===== src/verilog/ecs_params.svh =====
/*
  Constants of the expansion chip-select decoder: control field positions,
  reset values and address ranges.
  Assumes: included by bare name from the decoder and stretch timer files.
*/
`ifndef ECS_PARAMS_SVH
`define ECS_PARAMS_SVH

// program control byte layout
`define ECS_P_HIGH_EN 0
`define ECS_P_LOW_EN 1
`define ECS_P_FULL_MAP 2
`define ECS_P_STEER 3
`define ECS_P_LOW_STR_LO 4
`define ECS_P_LOW_STR_HI 5
`define ECS_P_HIGH_STR_LO 6
`define ECS_P_HIGH_STR_HI 7
// low program select enabled, all else off
`define ECS_PROG_RESET 8'h02

// data and extra control nibble layout
`define ECS_Q_EN 0
`define ECS_Q_MODE 1
`define ECS_Q_STR_LO 2
`define ECS_Q_STR_HI 3
`define ECS_DATA_RESET 4'h0
`define ECS_EXTRA_RESET 4'h0

// address ranges
`define ECS_PROG_WIN_LO 16'h8000
`define ECS_PROG_WIN_HI 16'hBFFF
`define ECS_UPPER_LO 16'h8000
`define ECS_UPPER_HI 16'hFFFF
`define ECS_LOWER_LO 16'h0000
`define ECS_LOWER_HI 16'h7FFF
// register space area is 2 Kbyte aligned: compare address bits 15..11
`define ECS_REG_AREA_MSB 15
`define ECS_REG_AREA_LSB 11

// expansion address pins above the 14 low cpu lines, top six driven high when unpaged
`define ECS_UNPAGED_HIGH 6'h3F
`define ECS_IDLE_ADDR_HIGH 8'hFF
`define ECS_PAGE_TOP_BIT 7
`define ECS_STRETCH_NONE 2'h0

`endif


===== src/verilog/ecs_pkg.sv =====
/*
  Types of the expansion chip-select decoder.
  Assumes: nothing beyond the parameter header.
*/
package ecs_pkg;

  // access sequencer states
  typedef enum logic [0:0] {
    ECS_IDLE = 1'b0,
    ECS_ACCESS = 1'b1
  } ecs_state_t;

  // which select won the decode
  typedef enum logic [2:0] {
    ECS_SEL_NONE = 3'h0,
    ECS_SEL_PLOW = 3'h1,
    ECS_SEL_PHIGH = 3'h2,
    ECS_SEL_DATA = 3'h3,
    ECS_SEL_EXTRA = 3'h4
  } ecs_sel_t;

endpackage


===== src/verilog/ecs_decoder.sv =====
/*
  Expansion chip-select decoder: two program selects, a data select and an
  extra select, each with enable, region option and 0..3 stretch cycles,
  plus the high expansion address lines.
  Assumes: one access at a time, started by a one-cycle access_start with
  the cpu address and window select lines valid in that cycle; inputs are
  synchronous to sys_clk.
*/
// Function
// - two program selects, eight control bits
// - high program select enable, reset off
// - low program select enable, reset on
// - full-map bit widens high select region
// - high program select has lowest priority
// - steering picks select by top line
// - steering ignores full map, upper half only
// - no steering: top line ignored
// - low program stretch adds 0..3 cycles
// - high program stretch adds 0..3 cycles
// - low select covers $8000 to $FFFF
// - steering splits pages between program selects
// - data select enable, reset off
// - half-map bit picks lower half region
// - data stretch adds 0..3 cycles
// - extra select enable, reset off
// - follow bit picks page or register area
// - extra stretch adds 0..3 cycles
// - decode uses address and window lines
// - program window is $8000 to $BFFF
// - matching enabled select asserts its output
// - window page on high lines, else six ones above cpu A15..A14
`include "ecs_params.svh"
`timescale 1ns/100ps
`default_nettype none

module ecs_decoder (
  // clock and reset
  input wire logic sys_clk,
  input wire logic sys_rst,
  // cpu access request
  input wire logic access_start,
  input wire logic [15:0] cpu_addr,
  input wire logic internal_claim,
  output logic access_busy,
  output logic access_done,
  // overlay window select lines and page registers
  input wire logic prog_window_enable,
  input wire logic data_window_sel,
  input wire logic extra_window_sel,
  input wire logic [7:0] program_page_reg,
  input wire logic [7:0] data_page_reg,
  input wire logic [7:0] extra_page_reg,
  input wire logic [4:0] register_space_base,
  // control writes
  input wire logic prog_ctrl_write,
  input wire logic [7:0] prog_ctrl_wdata,
  input wire logic data_ctrl_write,
  input wire logic [3:0] data_ctrl_wdata,
  input wire logic extra_ctrl_write,
  input wire logic [3:0] extra_ctrl_wdata,
  // control readback
  output logic [7:0] prog_ctrl,
  output logic [3:0] data_ctrl,
  output logic [3:0] extra_ctrl,
  // expansion address lines
  output logic [7:0] exp_addr_high,
  output logic top_expansion_line,
  // chip selects, active high
  output logic prog_select_low,
  output logic prog_select_high,
  output logic data_select,
  output logic extra_select
);

  ////////////////////////////////////////////////////////////////////////////
  // control registers

  ecs_pkg::ecs_state_t state;
  ecs_pkg::ecs_state_t next_state;
  ecs_pkg::ecs_sel_t winner;
  ecs_pkg::ecs_sel_t active_sel;

  // program control byte; low select comes up enabled so boot memory works
  always_ff @(posedge sys_clk) begin
    if (sys_rst) begin
      prog_ctrl <= `ECS_PROG_RESET;
    end else if (prog_ctrl_write) begin
      prog_ctrl <= prog_ctrl_wdata;
    end
  end

  // data control nibble, disabled after reset
  always_ff @(posedge sys_clk) begin
    if (sys_rst) begin
      data_ctrl <= `ECS_DATA_RESET;
    end else if (data_ctrl_write) begin
      data_ctrl <= data_ctrl_wdata;
    end
  end

  // extra control nibble, disabled after reset
  always_ff @(posedge sys_clk) begin
    if (sys_rst) begin
      extra_ctrl <= `ECS_EXTRA_RESET;
    end else if (extra_ctrl_write) begin
      extra_ctrl <= extra_ctrl_wdata;
    end
  end

  ////////////////////////////////////////////////////////////////////////////
  // control field breakout

  logic high_en;
  logic low_en;
  logic full_map_bit;
  logic top_address_steering;
  logic [1:0] prog_low_stretch;
  logic [1:0] prog_high_stretch;
  logic data_select_enable;
  logic data_half_map;
  logic [1:0] data_stretch;
  logic extra_select_enable;
  logic extra_page_follow;
  logic [1:0] extra_stretch;

  // named views of the three control registers
  assign high_en = prog_ctrl[`ECS_P_HIGH_EN];
  assign low_en = prog_ctrl[`ECS_P_LOW_EN];
  assign full_map_bit = prog_ctrl[`ECS_P_FULL_MAP];
  assign top_address_steering = prog_ctrl[`ECS_P_STEER];
  assign prog_low_stretch = prog_ctrl[`ECS_P_LOW_STR_HI:`ECS_P_LOW_STR_LO];
  assign prog_high_stretch = prog_ctrl[`ECS_P_HIGH_STR_HI:`ECS_P_HIGH_STR_LO];
  assign data_select_enable = data_ctrl[`ECS_Q_EN];
  assign data_half_map = data_ctrl[`ECS_Q_MODE];
  assign data_stretch = data_ctrl[`ECS_Q_STR_HI:`ECS_Q_STR_LO];
  assign extra_select_enable = extra_ctrl[`ECS_Q_EN];
  assign extra_page_follow = extra_ctrl[`ECS_Q_MODE];
  assign extra_stretch = extra_ctrl[`ECS_Q_STR_HI:`ECS_Q_STR_LO];

  ////////////////////////////////////////////////////////////////////////////
  // address range matches

  logic in_prog_window_range;
  logic in_upper;
  logic in_lower;
  logic in_prog_window;
  logic in_reg_area;

  // the 16 Kbyte program overlay window
  ecs_range_match #(
    .LO(`ECS_PROG_WIN_LO),
    .HI(`ECS_PROG_WIN_HI)
  ) u_prog_win (
    .addr(cpu_addr),
    .hit(in_prog_window_range)
  );

  // upper half, where the low program select lives, and the high one unless full map widens it
  ecs_range_match #(
    .LO(`ECS_UPPER_LO),
    .HI(`ECS_UPPER_HI)
  ) u_upper (
    .addr(cpu_addr),
    .hit(in_upper)
  );

  // lower half, for the data select half-map option
  ecs_range_match #(
    .LO(`ECS_LOWER_LO),
    .HI(`ECS_LOWER_HI)
  ) u_lower (
    .addr(cpu_addr),
    .hit(in_lower)
  );

  // the window only counts as paged while the window select line is on
  assign in_prog_window = prog_window_enable && in_prog_window_range;

  // register space area sits on any 2 Kbyte boundary
  assign in_reg_area =
    (cpu_addr[`ECS_REG_AREA_MSB:`ECS_REG_AREA_LSB] == register_space_base);

  ////////////////////////////////////////////////////////////////////////////
  // expansion address translation

  logic [7:0] next_addr_high;
  logic top_line_now;

  // page onto the high lines inside a window; unpaged drives the top ones high
  always_comb begin
    if (in_prog_window) begin
      next_addr_high = program_page_reg;
    end else if (extra_window_sel) begin
      next_addr_high = extra_page_reg;
    end else if (data_window_sel) begin
      next_addr_high = data_page_reg;
    end else begin
      next_addr_high = {`ECS_UNPAGED_HIGH, cpu_addr[15:14]};
    end
  end

  // top expansion line as it will appear for this access
  assign top_line_now = next_addr_high[`ECS_PAGE_TOP_BIT];

  ////////////////////////////////////////////////////////////////////////////
  // per-select region matches

  logic low_match;
  logic high_match;
  logic data_match;
  logic extra_match;

  // low program select: whole upper half; with steering only top line high
  always_comb begin
    if (top_address_steering) begin
      low_match = low_en && in_upper && top_line_now;
    end else begin
      low_match = low_en && in_upper;
    end
  end

  // high program select: full map ignored under steering
  always_comb begin
    if (top_address_steering) begin
      high_match = high_en && in_upper && !top_line_now;
    end else if (full_map_bit) begin
      high_match = high_en;
    end else begin
      high_match = high_en && in_upper;
    end
  end

  // data select: lower half or the data window
  always_comb begin
    if (data_half_map) begin
      data_match = data_select_enable && in_lower;
    end else begin
      data_match = data_select_enable && data_window_sel;
    end
  end

  // extra select: extra page window or register space area
  always_comb begin
    if (extra_page_follow) begin
      extra_match = extra_select_enable && extra_window_sel;
    end else begin
      extra_match = extra_select_enable && in_reg_area;
    end
  end

  ////////////////////////////////////////////////////////////////////////////
  // priority

  // internal resources first, the high program select always last; a miss
  // everywhere is plain external space with no select at all
  always_comb begin
    if (internal_claim) begin
      winner = ecs_pkg::ECS_SEL_NONE;
    end else if (extra_match) begin
      winner = ecs_pkg::ECS_SEL_EXTRA;
    end else if (data_match) begin
      winner = ecs_pkg::ECS_SEL_DATA;
    end else if (low_match) begin
      winner = ecs_pkg::ECS_SEL_PLOW;
    end else if (high_match) begin
      winner = ecs_pkg::ECS_SEL_PHIGH;
    end else begin
      winner = ecs_pkg::ECS_SEL_NONE;
    end
  end

  ////////////////////////////////////////////////////////////////////////////
  // stretch selection

  logic [1:0] next_stretch;

  // the winner's own stretch field; unselected accesses are never stretched
  always_comb begin
    case (winner)
      ecs_pkg::ECS_SEL_PLOW: next_stretch = prog_low_stretch;
      ecs_pkg::ECS_SEL_PHIGH: next_stretch = prog_high_stretch;
      ecs_pkg::ECS_SEL_DATA: next_stretch = data_stretch;
      ecs_pkg::ECS_SEL_EXTRA: next_stretch = extra_stretch;
      default: next_stretch = `ECS_STRETCH_NONE;
    endcase
  end

  ////////////////////////////////////////////////////////////////////////////
  // access sequencer

  logic start_ok;
  logic expired;

  // a start during a running access is ignored; the cpu sees access_busy
  assign start_ok = access_start && (state == ecs_pkg::ECS_IDLE);

  ecs_stretch_timer u_timer (
    .sys_clk(sys_clk),
    .sys_rst(sys_rst),
    .load(start_ok),
    .stretch(next_stretch),
    .expired(expired)
  );

  // one base cycle plus the loaded stretch cycles
  always_comb begin
    case (state)
      ecs_pkg::ECS_IDLE: begin
        next_state = start_ok ? ecs_pkg::ECS_ACCESS : ecs_pkg::ECS_IDLE;
      end
      ecs_pkg::ECS_ACCESS: begin
        next_state = expired ? ecs_pkg::ECS_IDLE : ecs_pkg::ECS_ACCESS;
      end
      default: next_state = ecs_pkg::ECS_IDLE;
    endcase
  end

  // state register
  always_ff @(posedge sys_clk) begin
    if (sys_rst) begin
      state <= ecs_pkg::ECS_IDLE;
    end else begin
      state <= next_state;
    end
  end

  // handshake outputs are combinational
  assign access_busy = (state == ecs_pkg::ECS_ACCESS);
  assign access_done = (state == ecs_pkg::ECS_ACCESS) && expired;

  ////////////////////////////////////////////////////////////////////////////
  // latched decode result

  // control writes during an access do not disturb it: the winner is held
  always_ff @(posedge sys_clk) begin
    if (sys_rst) begin
      active_sel <= ecs_pkg::ECS_SEL_NONE;
    end else if (start_ok) begin
      active_sel <= winner;
    end else if (access_done) begin
      active_sel <= ecs_pkg::ECS_SEL_NONE;
    end
  end

  // chip select outputs from flops, one-hot, held over the stretch
  always_ff @(posedge sys_clk) begin
    if (sys_rst) begin
      prog_select_low <= 1'b0;
      prog_select_high <= 1'b0;
      data_select <= 1'b0;
      extra_select <= 1'b0;
    end else if (start_ok) begin
      prog_select_low <= (winner == ecs_pkg::ECS_SEL_PLOW);
      prog_select_high <= (winner == ecs_pkg::ECS_SEL_PHIGH);
      data_select <= (winner == ecs_pkg::ECS_SEL_DATA);
      extra_select <= (winner == ecs_pkg::ECS_SEL_EXTRA);
    end else if (access_done) begin
      prog_select_low <= 1'b0;
      prog_select_high <= 1'b0;
      data_select <= 1'b0;
      extra_select <= 1'b0;
    end
  end

  // high address lines held for the access, all ones between accesses
  always_ff @(posedge sys_clk) begin
    if (sys_rst) begin
      exp_addr_high <= `ECS_IDLE_ADDR_HIGH;
    end else if (start_ok) begin
      exp_addr_high <= next_addr_high;
    end else if (access_done) begin
      exp_addr_high <= `ECS_IDLE_ADDR_HIGH;
    end
  end

  // top line is the highest of the translated lines
  assign top_expansion_line = exp_addr_high[`ECS_PAGE_TOP_BIT];

endmodule

`default_nettype wire


===== src/verilog/ecs_range_match.sv =====
/*
  Inclusive address range comparator.
  Assumes: combinational use on a 16-bit cpu address.
*/
`timescale 1ns/100ps
`default_nettype none

module ecs_range_match #(
  parameter logic [15:0] LO = 16'h0000,
  parameter logic [15:0] HI = 16'hFFFF
) (
  // address in
  input wire logic [15:0] addr,
  // match out
  output logic hit
);

  // both bounds inclusive
  assign hit = (addr >= LO) && (addr <= HI);

endmodule

`default_nettype wire


===== src/verilog/ecs_stretch_timer.sv =====
/*
  Down counter that times the extra E-cycles of one stretched access.
  Assumes: load is a one-cycle pulse at access start.
*/
`include "ecs_params.svh"
`timescale 1ns/100ps
`default_nettype none

module ecs_stretch_timer (
  // clock and reset
  input wire logic sys_clk,
  input wire logic sys_rst,
  // load
  input wire logic load,
  input wire logic [1:0] stretch,
  // status
  output logic expired
);

  logic [1:0] count;

  // count down to zero after load, hold at zero
  always_ff @(posedge sys_clk) begin
    if (sys_rst) begin
      count <= `ECS_STRETCH_NONE;
    end else if (load) begin
      count <= stretch;
    end else if (count != `ECS_STRETCH_NONE) begin
      count <= count - 2'h1;
    end
  end

  assign expired = (count == `ECS_STRETCH_NONE);

endmodule

`default_nettype wire

===== config.mk =====
export PLATFORM = sky130hd
export DESIGN_NAME = ecs_decoder
export DESIGN_NICKNAME = d
export VERILOG_FILES = /design/src/verilog/ecs_pkg.sv /design/src/verilog/ecs_decoder.sv /design/src/verilog/ecs_range_match.sv /design/src/verilog/ecs_stretch_timer.sv
export VERILOG_INCLUDE_DIRS = /design/src /design/src/verilog
export SDC_FILE = /design/constraint.sdc
export NUM_CORES = 1
export LEC_CHECK = 0
export BUFFER_PORTS_ARGS = -buffer_cell sky130_fd_sc_hd__buf_2
export CAP_MARGIN = 20
export CORE_ASPECT_RATIO = 1.75
export CORE_UTILIZATION = 42
export CTS_CLUSTER_SIZE = 28
export DETAILED_ROUTE_END_ITERATION = 16
export HOLD_SLACK_MARGIN = 0.15
export PLACE_DENSITY = 0.81
export SYNTH_ARGS = -nofsm -noshare
export SYNTH_HDL_FRONTEND = slang
export SYNTH_HIERARCHICAL = 1
export SYNTH_SLANG_ARGS = --single-unit

===== constraint.sdc =====
create_clock -name sys_clk -period 2.5 [get_ports sys_clk]
set_input_delay 0.5 -clock sys_clk [delete_from_list [all_inputs] [get_ports sys_clk]]
set_output_delay 0.5 -clock sys_clk [all_outputs]
set_load 0.1 [all_outputs]

Word level (Yosys, flattened, before mapping)
Index checks and enable logic that the tools add are counted.
- register bits after elaboration: 31
- logic and storage cells: 67
- add/subtract/negate cells: 1
- order comparisons: 5
- equality and inequality tests: 5
- multiplexer cells: 26
- bitwise gates (word level): 1
- reduce and logical (&&, ||, !) cells: 19
- operators with widths (operator ; count):
    $mux W8 ; 5
    $le A16 B16 Y1 const B ; 2
    $ge A16 B1 Y1 const B ; 1
    $ge A16 B16 Y1 const B ; 1
    $le A16 B15 Y1 const B ; 1
    $logic_and A1 B1 Y1 ; 14
    $mux W1 ; 12
    $mux W2 ; 5
    $pmux W2 S4 ; 1
    $eq A3 B2 Y1 const B ; 2
    $mux W3 ; 2
    $reduce_bool A2 Y1 ; 3
    $eq A5 B5 Y1 ; 1
    $eq A3 B1 Y1 const B ; 1
    $eq A3 B3 Y1 const B ; 1
    $logic_not A2 Y1 ; 1
    $pmux W1 S2 ; 1
    $sub A2 B1 Y2 const B ; 1
    $logic_not A1 Y1 ; 1
    $not A1 Y1 ; 1

Longest topological paths before layout
- word-level depth: 15
- gate-level depth with buffers: 8

By module
The synthesis kept the hierarchy.
- modules (own cells, without submodules) (module ; instances ; cells an instance ; area each (sq um) ; seq. area each (sq um)):
    ecs_decoder ; 1 ; 161 ; 1417.6 ; 580.6
    ecs_stretch_timer ; 1 ; 12 ; 121.4 ; 40.0
    ecs_range_match at u_prog_win ; 1 ; 1 ; 13.8 ; 0.0
    ecs_range_match at u_lower ... ; 2 ; 1 ; 3.8 ; 0.0

Least setup slack after synthesis
No wires, ideal clock.
- path kind: register -> register
- from: register state (netlist: access_busy)
- to: register exp_addr_high[0]
- setup time: 0.056 ns
- arrival time: 2.583 ns
- setup slack: -0.139 ns
- stages on the path, launching flop included: 7
- buffers on the path: 1
- period minus slack after synthesis: 2.639 ns
- cells stage by stage: dfxtp_1 -> and2_1 -> or2_2 -> clkbuf_1 -> nor2_1 -> a21oi_1 -> or2_2
- RTL lines (item ; line ; text):
    start: declaration ; ecs_decoder.sv:78 ; ecs_pkg::ecs_state_t state;
    start signal: assignment ; ecs_decoder.sv:321 ; state <= ecs_pkg::ECS_IDLE;
    start signal: assignment ; ecs_decoder.sv:323 ; state <= next_state;
    $logic_and A1 B1 Y1 ; ecs_decoder.sv:329 ; assign access_done = (state == ecs_pkg::ECS_ACCESS) && expired;
    named net access_done ; ecs_decoder.sv:45 ; output logic access_done,
    $reduce_bool A2 Y1 (no line) ; - ;
    end signal: assignment ; ecs_decoder.sv:368 ; exp_addr_high <= `ECS_IDLE_ADDR_HIGH;
    end signal: assignment ; ecs_decoder.sv:370 ; exp_addr_high <= next_addr_high;
    end signal: assignment ; ecs_decoder.sv:372 ; exp_addr_high <= `ECS_IDLE_ADDR_HIGH;
    end: declaration ; ecs_decoder.sv:66 ; output logic [7:0] exp_addr_high,
The timed path passes the listed nets, and every way through them passes these cells.
A chain may end at the register's enable or synchronous reset.

Final worst setup path
- from: input port data_window_sel
- to: register u_timer.count[0]
- cells in the longest elaborated chain, start to end: 14
- RTL lines (item ; line ; text):
    start: declaration ; ecs_decoder.sv:48 ; input wire logic data_window_sel,
    $mux W8 ; ecs_decoder.sv:195 ; end else if (data_window_sel) begin
    $mux W8 ; ecs_decoder.sv:193 ; end else if (extra_window_sel) begin
    $mux W8 ; ecs_decoder.sv:191 ; if (in_prog_window) begin
    $logic_not A1 Y1 ; ecs_decoder.sv:225 ; high_match = high_en && in_upper && !top_line_now;
    $logic_and A1 B1 Y1 ; ecs_decoder.sv:225 ;
    $mux W1 ; ecs_decoder.sv:224 ; if (top_address_steering) begin
    $mux W2 ; ecs_decoder.sv:265 ; end else if (high_match) begin
    $mux W2 ; ecs_decoder.sv:263 ; end else if (low_match) begin
    $mux W2 (*) ; ecs_decoder.sv:261 ; end else if (data_match) begin
    $mux W3 (*) ; ecs_decoder.sv:259 ; end else if (extra_match) begin
    $mux W3 (*) ; ecs_decoder.sv:257 ; if (internal_claim) begin
    $eq A3 B3 Y1 (tied with other cells) ; ecs_decoder.sv:279 ; case (winner)
    $pmux W2 S4 (*) ; ecs_decoder.sv:279 ;
    named net next_stretch[0] ; ecs_decoder.sv:275 ; logic [1:0] next_stretch;
    $mux W2 (*) ; ecs_stretch_timer.sv:26 ; end else if (load) begin
    end signal: assignment ; ecs_stretch_timer.sv:25 ; count <= `ECS_STRETCH_NONE;
    end signal: assignment ; ecs_stretch_timer.sv:27 ; count <= stretch;
    end signal: assignment ; ecs_stretch_timer.sv:29 ; count <= count - 2'h1;
    end: declaration ; ecs_stretch_timer.sv:20 ; logic [1:0] count;
Mark *: on every way through the listed nets, which the timed path passes. The rest lies on a longest branch.

==> results.sh <==
export IMPL_die_y_microns=82.63
export IMPL_core_area_sq_mm=0.003592
export IMPL_ys_ff_latch=31
export IMPL_viasPerCell=5.139
export IMPL_cts_root_buffer_cell="clkbuf_8"
export IMPL_hold_viol_final=0
export IMPL_antenna_found_initial=0
export IMPL_clock_sinks=31
export IMPL_register_area_sq_um=620.6
export IMPL_timing_final_ws_setup_ns=0.4916
export IMPL_synth_edff_count=0
export IMPL_grt_use_met2_pct=38.92
export IMPL_critPathMaxStageDelay_ns=0.37
export IMPL_grt_pass1_wl_microns=5927
export IMPL_met1_usage_pct=20.48
export IMPL_ys_seq_area_share_pct=39.78
export IMPL_cts_setup_buffers=0
export IMPL_ant_nets=0
export IMPL_hold_path_end="prog_ctrl[1]"
export IMPL_crit_chain="buf_2 > or3b_1 > a31oi_2 > a211oi_1 > a222oi_1 > a211oi_1 > nand3b_1 > o31ai_1"
export IMPL_whs_path_depth=2
export IMPL_period_minus_slack_ns=2.008
export IMPL_cts_resized=0
export IMPL_rows=29
export IMPL_synth_top_flop_cell="dfxtp_1"
export IMPL_reg2reg_from="data_ctrl[1]"
export IMPL_grt_usage_pct=21.17
export IMPL_synth_nets=248
export IMPL_use_met3_pct=6.087
export IMPL_grt_pass1_vias=1429
export IMPL_ir_worst_vdd_mv=0.4296
export IMPL_initial_core_util_pct=43.43
export IMPL_synthCells=176
export IMPL_max_slew_margin_pct=57.96
export IMPL_utilization_pct=58.62
export IMPL_hold_ws_ns=0.4303
export IMPL_grt_busiest_layer="met2"
export IMPL_drt_first_pass_iters=4
export IMPL_port_buffers=90
export IMPL_top_level_ports=102
export IMPL_end_kind="register"
export IMPL_clk_insertion_delay_late_ns=0.28
export IMPL_synthArstFlopShare_pct=0
export IMPL_grt_max_degree=33
export IMPL_htreeDepth=2
export IMPL_dieArea_sq_mm=0.003972
export IMPL_setup_tns_ns=0
export IMPL_p_sw_share_pct=39.39
export IMPL_drive_gt1_share_pct=40.15
export IMPL_numCtsBuffers=5
export IMPL_hpwl_microns=3069
export IMPL_num_vias=1593
export IMPL_worst_pin_slew_ns=0.6307
export IMPL_power_internal_w=0.0008521
export IMPL_rsz0062_at_grt="false"
export IMPL_cts_hold_fix_buffers=0
export IMPL_startpoint_type="primary input"
export IMPL_globalplace_congestion=0.7972
export IMPL_maxSlewViolCount=0
export IMPL_r2r_end="u_timer/count[0]"
export IMPL_clockBufferDepth=2
export IMPL_die_x_microns=48.08
export IMPL_final_period_utilization_pct=80.34
export IMPL_switchingPower_w=0.0005538
export IMPL_p_seq_share_pct=39.1
export IMPL_combPwrFrac_pct=34.5
export IMPL_drc=0
export IMPL_p_per_area_mw_per_mm2=667.6
export IMPL_clk_pin_slew_ns=0.06
export IMPL_crit_slowest_cell="or3b_1"
export IMPL_multiInputGateArea_sq_um=854.6
export IMPL_pre_cts_ws_ns=0.2423
export IMPL_status="completed"
export IMPL_fill_cells=353
export IMPL_overflow=0
export IMPL_path_delay_family="compound AO/OA/AOI/OAI gates"
export IMPL_crit_path_max_fanout=5
export IMPL_rr_worst_depth=7
export IMPL_path_class="primary input to register"
export IMPL_synth_cell_type_count=36
export IMPL_arrival_ns=2.16
export IMPL_num_nets_final=335
export IMPL_n_antenna_cell=0
export IMPL_wirelength_microns=3968
export IMPL_max_cap_violations=0
export IMPL_syn_area_sq_mm=0.001560
export IMPL_fin_skew_ns=0.0007722
export IMPL_hold_class="primary input to register"
export IMPL_post_drt_wl_per_cell_microns=12.80
export IMPL_clock_fmax_mhz=497.9
export IMPL_synth_avg_cell_area_sq_um=8.865
export IMPL_critPathBufInv=1
export IMPL_crit_required_ns=2.65
export IMPL_setup_violations=0
export IMPL_hp_start="prog_ctrl_wdata[1]"
export IMPL_p_clk_share_pct=26.4
export IMPL_reg2reg_slack_ns=0.53
export IMPL_cp_common_cell="a211oi_1"
export IMPL_areaGrowthSynthToFinish_pct=34.96
export IMPL_leakage_nw=1.038
export IMPL_tritoncts="built"
export IMPL_first_iter_violations=31
export IMPL_synth_warnings=6
area by class of cell:
cell class              count  area share (%)
repair buffers             92           22.10
inverters                   7           1.248
flip-flops and latches     31           29.47
clock inverters             1          0.2377
well taps                  46           2.733
clock buffers               7           3.624
multi-input cells         126           40.58
sequential cells by signal, indices dropped and copies added, names as in the netlist:
register,flops
prog_select_low,1
data_select,1
exp_addr_high,8
extra_select,1
data_ctrl,4
extra_ctrl,4
access_busy,1
u_timer/count,2
prog_ctrl,8
prog_select_high,1
power groups by stage:
| stage | clock network (W) | logic (W) | registers [W] |
|---|---|---|---|
| 3_5_place_dp | 0 | 0.000482 | 0.000560 |
| 3_3_place_gp | 0 | 0.000476 | 0.000559 |
| 4_1_cts | 0.000376 | 0.000486 | 0.000549 |
| 6_report | 0.000372 | 0.000485 | 0.000549 |
| 5_1_grt | 0.000401 | 0.000513 | 0.000554 |
| 2_1_floorplan | 0 | 0.000183 | 0.000755 |
worst reg2reg max path, stage by stage, from the launching register on:
cell and delay (ns):
dfxtp_1 0.37, mux2i_1 0.29, nor2_1 0.13, a211oi_1 0.42, a222oi_1 0.17, a211oi_1 0.29, nand3b_1 0.13, o31ai_1 0.08
metal layers:
| layer | share of wire [%] | routed length [microns] |
|---|---|---|
| met3 | 4.3 | 169 |
| met5 | 0 | 0 |
| met4 | 2.2 | 88 |
| met1 | 39 | 1553 |
| met2 | 54 | 2156 |
cell usage in the layout (no fill, tap or decap), types with 2 or more instances in the layout:
cell type | netlist | layout
nor2_1 | 31 | 31
clkbuf_8 | 0 | 5
mux2i_1 | 18 | 18
o211ai_1 | 3 | 3
nor2b_1 | 3 | 3
or2_2 | 3 | 3
a32oi_1 | 4 | 4
dfxtp_1 | 31 | 31
a222oi_1 | 2 | 2
a211oi_1 | 3 | 3
a21oi_1 | 8 | 8
o21ai_0 | 2 | 2
inv_1 | 7 | 7
nand3b_1 | 3 | 3
buf_2 | 0 | 90
nand2_1 | 6 | 6
xor2_1 | 6 | 6
o22ai_1 | 10 | 10
clkbuf_1 | 9 | 2
buf_4 | 2 | 2
nand2b_1 | 8 | 8
cell usage after synthesis (all sizes together), types with 2 or more instances:
| library cell | instances | area share [%] |
|---|---|---|
| nor2b | 4 | 2.1 |
| o21ai | 2 | 0.64 |
| or2 | 3 | 1.2 |
| o211ai | 3 | 1.4 |
| a21oi | 8 | 2.6 |
| inv | 7 | 1.7 |
| xor2 | 6 | 3.4 |
| nor2 | 31 | 7.5 |
| nand2b | 8 | 3.2 |
| nand3b | 3 | 1.4 |
| buf | 3 | 1.7 |
| clkbuf | 9 | 2.2 |
| a222oi | 2 | 1.3 |
| o22ai | 10 | 4.0 |
| dfxtp | 31 | 40 |
| mux2i | 18 | 12 |
| a211oi | 3 | 1.4 |
| nand2 | 6 | 1.4 |
| a32oi | 4 | 2.2 |
logic make-up (layout without fill, tap and decap cells):
kind of cell               after synthesis  after routing  share of synthesized area [%]
and+or+nand+nor                         62             62                          20.05
muxes                                   18             18                          11.55
buffers and inverters                   19            107                          5.533
DFF                                     31             31                          39.78
adders and majority gates                1              1                         0.8018
xor gates and xnor gates                 6              6                          3.368
AOI/OAI and AO/OA                       39             39                          18.93
per-stage QoR:
step                      cell area [sq um]   power, W  instances
after floorplan                        1562  0.0009373        176
after global placement                 2024   0.001035        302
after detailed placement               2024   0.001042        302
after CTS                              2106   0.001411        310
after global routing                   2106   0.001467        310
final                                  2106   0.001406        310
worst max-delay path by stage:
stage,start,endpoint,slack (ns),depth (start not counted)
2_1_floorplan,data_ctrl[1],u_timer/count[1],0.14,7
3_3_place_gp,data_window_sel,u_timer/count[1],0.27,8
3_5_place_dp,data_window_sel,u_timer/count[0],0.24,8
4_1_cts,u_timer/count[0],access_done,0.50,4
5_1_grt,data_window_sel,u_timer/count[0],0.31,8
6_report,data_window_sel,u_timer/count[0],0.49,8
Power figures use the tool's default switching activity.
